$ cat config.mk
export PLATFORM = sky130hd
export DESIGN_NAME = sfs_exec
export DESIGN_NICKNAME = d
export VERILOG_FILES = /design/src/sfs_pkg.sv /design/src/sfs_phase.sv /design/src/sfs_exec.sv
export SDC_FILE = /design/constraint.sdc
export NUM_CORES = 1
export LEC_CHECK = 0
export BUFFER_PORTS_ARGS = -buffer_cell sky130_fd_sc_hd__buf_4
export CORE_MARGIN = 2
export CORE_UTILIZATION = 33
export CTS_CLUSTER_SIZE = 14
export DETAILED_ROUTE_END_ITERATION = 7
export PLACE_DENSITY = 0.62
export SLEW_MARGIN = 10
export SYNTH_ARGS = -nofsm -noshare
export SYNTH_HDL_FRONTEND = slang
export SYNTH_SLANG_ARGS = --single-unit
export TNS_END_PERCENT = 20
$ cat constraint.sdc
create_clock -name CLK -period 2.1 [get_ports CLK]
set_input_delay 0.315 -clock CLK [delete_from_list [all_inputs] [get_ports CLK]]
set_output_delay 0.315 -clock CLK [all_outputs]
set_load 0.01 [all_outputs]
$ cat src/sfs_pkg.sv
// constants and types for the fill-file and halt instruction executor
// Summary of operation
// RULE1: fill file writes FFh, flags untouched
// RULE2: bank bit selects access bank or bank register
// RULE3: indexed offset when a=0, extended, f<=5Fh
// RULE4: halt clears the powerdown flag
// RULE5: halt sets the timeout flag
// RULE6: halt clears watchdog counter and postscaler
// RULE7: halt stops oscillator in fourth phase
// RULE8: watchdog wake-up clears the timeout flag
package sfs_pkg;
  // ****************************************
  // encodings
  // ****************************************
  localparam logic [6:0] SFS_FILL_OPC = 7'h34;
  localparam logic [15:0] SFS_HALT_OPC = 16'h0003;
  localparam logic [7:0] SFS_ONES = 8'hFF;
  localparam logic [7:0] SFS_INDEX_LIMIT = 8'h5F;
  localparam logic [7:0] SFS_ACCESS_SPLIT = 8'h60;
  localparam logic [3:0] SFS_ACCESS_HIGH_BANK = 4'hF;
  localparam int SFS_OPC_POS = 9;
  localparam int SFS_BANK_BIT_POS = 8;
  // ****************************************
  // reset values
  // ****************************************
  localparam logic SFS_TIMEOUT_RESET = 1'b1;
  localparam logic SFS_POWERDOWN_RESET = 1'b1;
  localparam logic [7:0] SFS_WDT_RESET = 8'h00;
  localparam logic [7:0] SFS_POST_RESET = 8'h00;
  typedef enum logic [1:0] {SFS_Q1, SFS_Q2, SFS_Q3, SFS_Q4} sfs_phase_t;
endpackage

$ cat src/sfs_phase.sv
// four-phase instruction cycle sequencer
`timescale 1ns/100ps
`default_nettype none
module sfs_phase
  import sfs_pkg::*;
(
  input wire logic clk,
  input wire logic reset_n,
  input wire logic run,
  output sfs_phase_t phase
);
  // stalls in place while the oscillator is stopped
  always_ff @(posedge clk or negedge reset_n) begin
    if (!reset_n) begin
      phase <= SFS_Q1;
    end else if (run) begin
      unique case (phase)
        SFS_Q1: phase <= SFS_Q2;
        SFS_Q2: phase <= SFS_Q3;
        SFS_Q3: phase <= SFS_Q4;
        SFS_Q4: phase <= SFS_Q1;
      endcase
    end
  end
endmodule
`default_nettype wire

$ cat src/sfs_exec.sv
// executor for the fill-file and halt instructions
`timescale 1ns/100ps
`default_nettype none
module sfs_exec
  import sfs_pkg::*;
(
  input wire logic CLK,
  input wire logic RESET_N,
  input wire logic [15:0] INSTR,
  input wire logic INSTR_VALID,
  input wire logic EXT_SET_EN,
  input wire logic [3:0] BANK_SELECT_REG,
  input wire logic [11:0] INDEX_BASE,
  input wire logic WAKE,
  input wire logic WAKE_BY_WATCHDOG,
  input wire logic WATCHDOG_TICK,
  output logic [1:0] PHASE,
  output logic FILE_WE,
  output logic [11:0] FILE_ADDR,
  output logic [7:0] FILE_WDATA,
  output logic TIMEOUT_FLAG,
  output logic POWERDOWN_FLAG,
  output logic [7:0] WATCHDOG_COUNTER,
  output logic [7:0] WATCHDOG_POST,
  output logic OSC_STOPPED
);
  sfs_phase_t phase;
  logic [15:0] ir;
  logic ir_fill;
  logic ir_halt;
  logic wake_s1, wake_s2, wake_s3;
  logic wwd_s1, wwd_s2, wwd_s3;
  logic wake_req;
  logic [11:0] next_addr;

  // ****************************************
  // pin synchronisers
  // ****************************************
  always_ff @(posedge CLK or negedge RESET_N) begin
    if (!RESET_N) begin
      wake_s1 <= 1'b0;
      wake_s2 <= 1'b0;
      wake_s3 <= 1'b0;
      wwd_s1 <= 1'b0;
      wwd_s2 <= 1'b0;
      wwd_s3 <= 1'b0;
    end else begin
      wake_s1 <= WAKE;
      wake_s2 <= wake_s1;
      wake_s3 <= wake_s2;
      wwd_s1 <= WAKE_BY_WATCHDOG;
      wwd_s2 <= wwd_s1;
      wwd_s3 <= wwd_s2;
    end
  end
  assign wake_req = wake_s2 & wake_s3;

  // ****************************************
  // phase sequencer
  // ****************************************
  sfs_phase u_phase (
    .clk(CLK),
    .reset_n(RESET_N),
    .run(!OSC_STOPPED),
    .phase(phase)
  );
  assign PHASE = phase;

  // ****************************************
  // decode
  // ****************************************
  // instruction is latched in Q1 so it holds steady for the whole cycle
  always_ff @(posedge CLK or negedge RESET_N) begin
    if (!RESET_N) begin
      ir <= 16'h0000;
    end else if (phase == SFS_Q1 && !OSC_STOPPED) begin
      ir <= INSTR_VALID ? INSTR : 16'h0000;
    end
  end
  // RULE1: fill opcode decode
  assign ir_fill = (ir[15:SFS_OPC_POS] == SFS_FILL_OPC);
  assign ir_halt = (ir == SFS_HALT_OPC);

  // ****************************************
  // operand address
  // ****************************************
  always_comb begin
    next_addr = {BANK_SELECT_REG, ir[7:0]};
    if (!ir[SFS_BANK_BIT_POS]) begin
      // RULE3: indexed literal offset
      if (EXT_SET_EN && ir[7:0] <= SFS_INDEX_LIMIT) begin
        next_addr = INDEX_BASE + {4'h0, ir[7:0]};
      // RULE2: access bank split
      end else if (ir[7:0] < SFS_ACCESS_SPLIT) begin
        next_addr = {4'h0, ir[7:0]};
      end else begin
        next_addr = {SFS_ACCESS_HIGH_BANK, ir[7:0]};
      end
    end
  end

  // ****************************************
  // file write port
  // ****************************************
  // RULE1: write FFh in Q4, one pulse
  always_ff @(posedge CLK or negedge RESET_N) begin
    if (!RESET_N) begin
      FILE_WE <= 1'b0;
      FILE_ADDR <= 12'h000;
      FILE_WDATA <= 8'h00;
    end else begin
      FILE_WE <= ir_fill && phase == SFS_Q4 && !OSC_STOPPED;
      if (ir_fill && phase == SFS_Q3) begin
        FILE_ADDR <= next_addr;
        FILE_WDATA <= SFS_ONES;
      end
    end
  end

  // ****************************************
  // halt and wake
  // ****************************************
  // RULE7: stop oscillator at Q4
  always_ff @(posedge CLK or negedge RESET_N) begin
    if (!RESET_N) begin
      OSC_STOPPED <= 1'b0;
    end else if (OSC_STOPPED) begin
      if (wake_req) begin
        OSC_STOPPED <= 1'b0;
      end
    end else if (ir_halt && phase == SFS_Q4) begin
      OSC_STOPPED <= 1'b1;
    end
  end

  // RULE4: powerdown flag cleared on halt
  always_ff @(posedge CLK or negedge RESET_N) begin
    if (!RESET_N) begin
      POWERDOWN_FLAG <= SFS_POWERDOWN_RESET;
    end else if (ir_halt && phase == SFS_Q3 && !OSC_STOPPED) begin
      POWERDOWN_FLAG <= 1'b0;
    end
  end

  always_ff @(posedge CLK or negedge RESET_N) begin
    if (!RESET_N) begin
      TIMEOUT_FLAG <= SFS_TIMEOUT_RESET;
    end else if (OSC_STOPPED && wake_req && wwd_s3) begin
      // RULE8: watchdog wake clears timeout
      TIMEOUT_FLAG <= 1'b0;
    end else if (ir_halt && phase == SFS_Q3 && !OSC_STOPPED) begin
      // RULE5: timeout flag set on halt
      TIMEOUT_FLAG <= 1'b1;
    end
  end

  // watchdog keeps counting in sleep; it runs off its own tick
  always_ff @(posedge CLK or negedge RESET_N) begin
    if (!RESET_N) begin
      WATCHDOG_COUNTER <= SFS_WDT_RESET;
      WATCHDOG_POST <= SFS_POST_RESET;
    end else if (ir_halt && phase == SFS_Q3 && !OSC_STOPPED) begin
      // RULE6: clear counter and postscaler
      WATCHDOG_COUNTER <= SFS_WDT_RESET;
      WATCHDOG_POST <= SFS_POST_RESET;
    end else if (WATCHDOG_TICK) begin
      WATCHDOG_POST <= WATCHDOG_POST + 8'h01;
      if (WATCHDOG_POST == 8'hFF) begin
        WATCHDOG_COUNTER <= WATCHDOG_COUNTER + 8'h01;
      end
    end
  end
endmodule
`default_nettype wire

Word-level counts from Yosys, hierarchy flattened
Cells that the tools add are included.

Logic and storage cells: 59. Flip-flop bits (word level): 57.

Order comparisons: 2. Equality and inequality tests: 6. Reductions and logical operators: 16. Bitwise gates (word level): 1. Add/subtract/negate cells: 3. Multiplexer cells: 15.

Operator list (count): $mux W8 (5); $mux W12 (3); $add A8 B1 Y8 const B (2); $eq A16 B2 Y1 const B (1); $mux W16 (1); $add A12 B8 Y12 (1); $logic_and A1 B1 Y1 (10); $eq A8 B8 Y1 const B (1); $le A8 B7 Y1 const B (1); $lt A8 B7 Y1 const B (1); $pmux W2 S4 (1); $eq A7 B6 Y1 const B (1); $reduce_bool A2 Y1 (3); $mux W1 (5); $eq A2 B2 Y1 const B (2); $eq A2 B1 Y1 const B (1); $logic_not A2 Y1 (1); $reduce_and A2 Y1 (1); $and A1 B1 Y1 (1); $logic_not A1 Y1 (1).

Logic depth before layout (Yosys ltp)
Depth after elaboration: 5. Mapped depth: 9. Depth with buffers taken out: 9.

Cells and area by module
From an unflattened synthesis, not the netlist that was laid out.

Cells, all modules: 329. Area, all modules: 2992.9 um2.

Modules (own cells, without submodules): sfs_exec (area an instance 2891.5 um2, cells an instance 319, times used 1, seq. area each 1378.8 um2); sfs_phase (area an instance 101.3 um2, cells an instance 10, times used 1, seq. area each 50.0 um2).

Least setup slack after synthesis
Ideal clock, no wire load.

Path type: register to register. Start: register ir[0]. End: register FILE_ADDR[8]. Buffers on the path: 0. Setup time: 0.095 ns. Stages on the path, launching flop included: 10. Setup slack: 0.217 ns. Arrival: 1.788 ns. Data required time: 2.005 ns. Path through: dfrtp_1 ha_1 inv_1 fa_1 nor2b_1 o2111ai_1 nand3_1 a31oi_1 xor2_1 o31ai_1.

Longest elaborated chain between the ends: 4.

RTL lines: from (decl) (RTL line sfs_exec.sv:28) `logic [15:0] ir;`; from (signal assigned) (RTL line sfs_exec.sv:77) `ir <= INSTR_VALID ? INSTR : 16'h0000;`; $lt A8 B7 Y1 or $le A8 B7 Y1 (tied branches) (RTL line sfs_exec.sv:94, sfs_exec.sv:91); $mux W12 or $logic_and A1 B1 Y1 (tied branches) (RTL line sfs_exec.sv:94, sfs_exec.sv:91); $mux W12 (*) (RTL line sfs_exec.sv:91) `if (EXT_SET_EN && ir[7:0] <= SFS_INDEX_LIMIT) begin`; $mux W12 (*) (RTL line sfs_exec.sv:89) `if (!ir[SFS_BANK_BIT_POS]) begin`; to (signal assigned) (RTL line sfs_exec.sv:114) `FILE_ADDR <= next_addr;`; to (decl) (RTL line sfs_exec.sv:19) `output logic [11:0] FILE_ADDR,`.

Every way passes the cells marked *; elsewhere a longest branch is shown, timed or not. A chain may end at the register's enable or synchronous reset.

Worst setup path in the final report
Ends and elaborated chain as after synthesis.

==> flow_summary.json <==
{
  "antenna_cells": 0,
  "cpLargestDelayFamily": "adder cells",
  "crit_type": "reg -> reg",
  "die_h_um": 98.23,
  "slew_viol_final": 0,
  "power_density_mw_per_mm2": 1266,
  "firstDrtPassIters": 4,
  "rsz0062_at_grt": "yes",
  "cts_hold_buf": 0,
  "dp_cells": 479,
  "h-tree-depth": 3,
  "path_buf_inv": 1,
  "fp.dieW_um": 98.23,
  "grt-ovfl-total": 0,
  "antenna_found_initial": 0,
  "cts_root_buffer": "clkbuf_8",
  "ys_types": 45,
  "worstMarginPinSlew_ps": 722.3,
  "final.setup_skew_ps": 7.931,
  "required_ps": 2340,
  "syn_avg_cell_area_um2": 9.768,
  "antenna_left": 0,
  "min_period_over_period": 0.9293,
  "dp_slack_ps": 39.02,
  "p_leak_nw": 1.930,
  "final_cell_mix": "buf_4, dfrtp_1, nand2_1",
  "drive_gt1_frac": 0.3049,
  "synth.cell_area_mm2": 0.002930,
  "drc": 0,
  "p_total_mw": 4.927,
  "cts.sinks": 57,
  "ys_seq_area_frac": 0.4876,
  "viasPerCell": 4.701,
  "critPathSlowestCell": "fa_1",
  "path_max_fanout": 3,
  "worstRegToRegCells": 9,
  "path_clk_slew_ps": 70,
  "wl_mm": 6.556,
  "setup_tns_ps": 0,
  "drt_iter0_drc": 58,
  "worstPathArrival_ps": 2190,
  "io_pins": 81,
  "hold_path_class": "in -> async",
  "worst_slack_ps": 148.4,
  "vdd_ir_drop_max_v": 0.0004240,
  "worst-r2r-setup-slack_ps": 150,
  "crit_chain": "ha_2, inv_1, fa_1, nor2b_2, o2111ai_1, nand3_1, a31oi_1, xor2_1, o31ai_1",
  "r2r-start": "ir[0]",
  "cap_violations": 0,
  "grt.total_usage": 0.1437,
  "start_util": 0.3377,
  "setup_viol": 0,
  "relSlewSlack": 0.5185,
  "slowest_delay_ps": 390,
  "finalInstanceArea_mm2": 0.003892,
  "grt_max_degree": 58,
  "postLayoutCoreUtil": 0.4485,
  "syn_nets": 354,
  "clockBufferDepth": 2,
  "fin_cells": 495,
  "hold_viol_final": 0,
  "hpwl_mm": 4.851,
  "nets": 436,
  "cts_tree": "built",
  "synthCells": 300,
  "cp.depth": 9,
  "grt_pass1_wl_mm": 11.07,
  "worst_skew_pair.late_latency_ps": 330,
  "ys.flop_type": "dfrtp_1",
  "ys_warn_count": 0,
  "async_reset_ff_frac": 1.000,
  "wl_per_cell_um": 13.24,
  "num_vias": 2327,
  "cts_buffers": 9,
  "startpoint_type": "flip-flop",
  "fmax_mhz": 512.4,
  "grt_pass1_vias": 2280,
  "num_rows": 34,
  "area_growth_pct": 32.84,
  "port_buffers": 80,
  "final_common_cell": "buf_4",
  "gp_congestion": 0.7943,
  "synth_edf_count": 0,
  "whs_ps": 34.37,
  "core_mm2": 0.008678,
  "dpl_cell_area_mm2": 0.003628,
  "synth-seq-cells": 57,
  "status": "finished clean",
  "min_period_ps": 1952,
  "die_area_mm2": 0.009649,
  "crit_path_end_kind": "flip-flop",
  "cts_setup_buffers": 0,
  "cp-startpoint": "ir[0]"
}
-- worst paths after layout --
path,endpoint
max,FILE_ADDR[8]
min,ir[9]
max reg2reg,FILE_ADDR[8]
min reg2reg,wake_s2
max in group asynchronous,FILE_WDATA[0]
min in group CLK,wake_s1
-- layout make-up --
type                    count  area [um^2]
multi-input cells         219         1384
clock inverters             4        98.84
well taps                 108        135.1
flip-flops and latches     57         1429
fillers                   850         4786
clock buffers              12        155.1
inverters                   6        22.52
repair buffers             89        668.1
-- report_power, final --
part           internal, mW  switching, mW  total [mW]
logic                 0.933           1.00        1.94
clock network         0.856          0.442        1.30
registers              1.42          0.273        1.69
total                  3.21           1.72        4.93
-- Yosys cell counts (all sizes together), types with 6 or more instances --
cell / count / area (um^2)
dfrtp: 55 / 1376
nand2: 49 / 183.9
nor2: 30 / 115.1
o21ai: 27 / 138.9
xor2: 15 / 131.4
ha: 14 / 175.2
buf: 13 / 86.32
a21oi: 12 / 60.06
nand4: 9 / 56.30
xnor2: 7 / 61.31
inv: 6 / 22.52
nand3: 6 / 30.03
-- layer usage --
metal / global-route usage / up-vias / wire length [um]
met4: 0.06955 / 0 / 105
li1: - / 1189 / -
met5: 0 / - / 0
met2: 0.2034 / 53 / 2867
met3: 0.02720 / 9 / 258
met1: 0.2107 / 1076 / 3324
-- flip-flops by register name (all words and copies together), names as in the netlist --
signal	count
ir	16
FILE_ADDR	12
WATCHDOG_COUNTER	8
WATCHDOG_POST	8
u_phase.phase	2
FILE_WDATA	1
FILE_WE	1
OSC_STOPPED	1
POWERDOWN_FLAG	1
TIMEOUT_FLAG	1
wake_s1	1
wake_s2	1
wake_s3	1
wwd_s1	1
wwd_s2	1
wwd_s3	1
-- repair_timing --
item | CTS | global route
setup endpoints to repair | 0 | 5
hold endpoints to repair | 0 | 0
resized for setup | 0 | 3
-- cell families (layout without fill, tap and decap cells) --
logic type                 Yosys count  in the layout  synth area share
and+or+nand+nor                    119            119            0.1896
DFF                                 57             57            0.4876
buffers and inverters               24            111           0.04355
adders and majority gates           15             15           0.06661
AOI/OAI and AO/OA                   57             57            0.1260
muxes                                6              6           0.02092
xor gates and xnor gates            22             22           0.06576
Note: power is estimated with default switching activity, not from simulation.
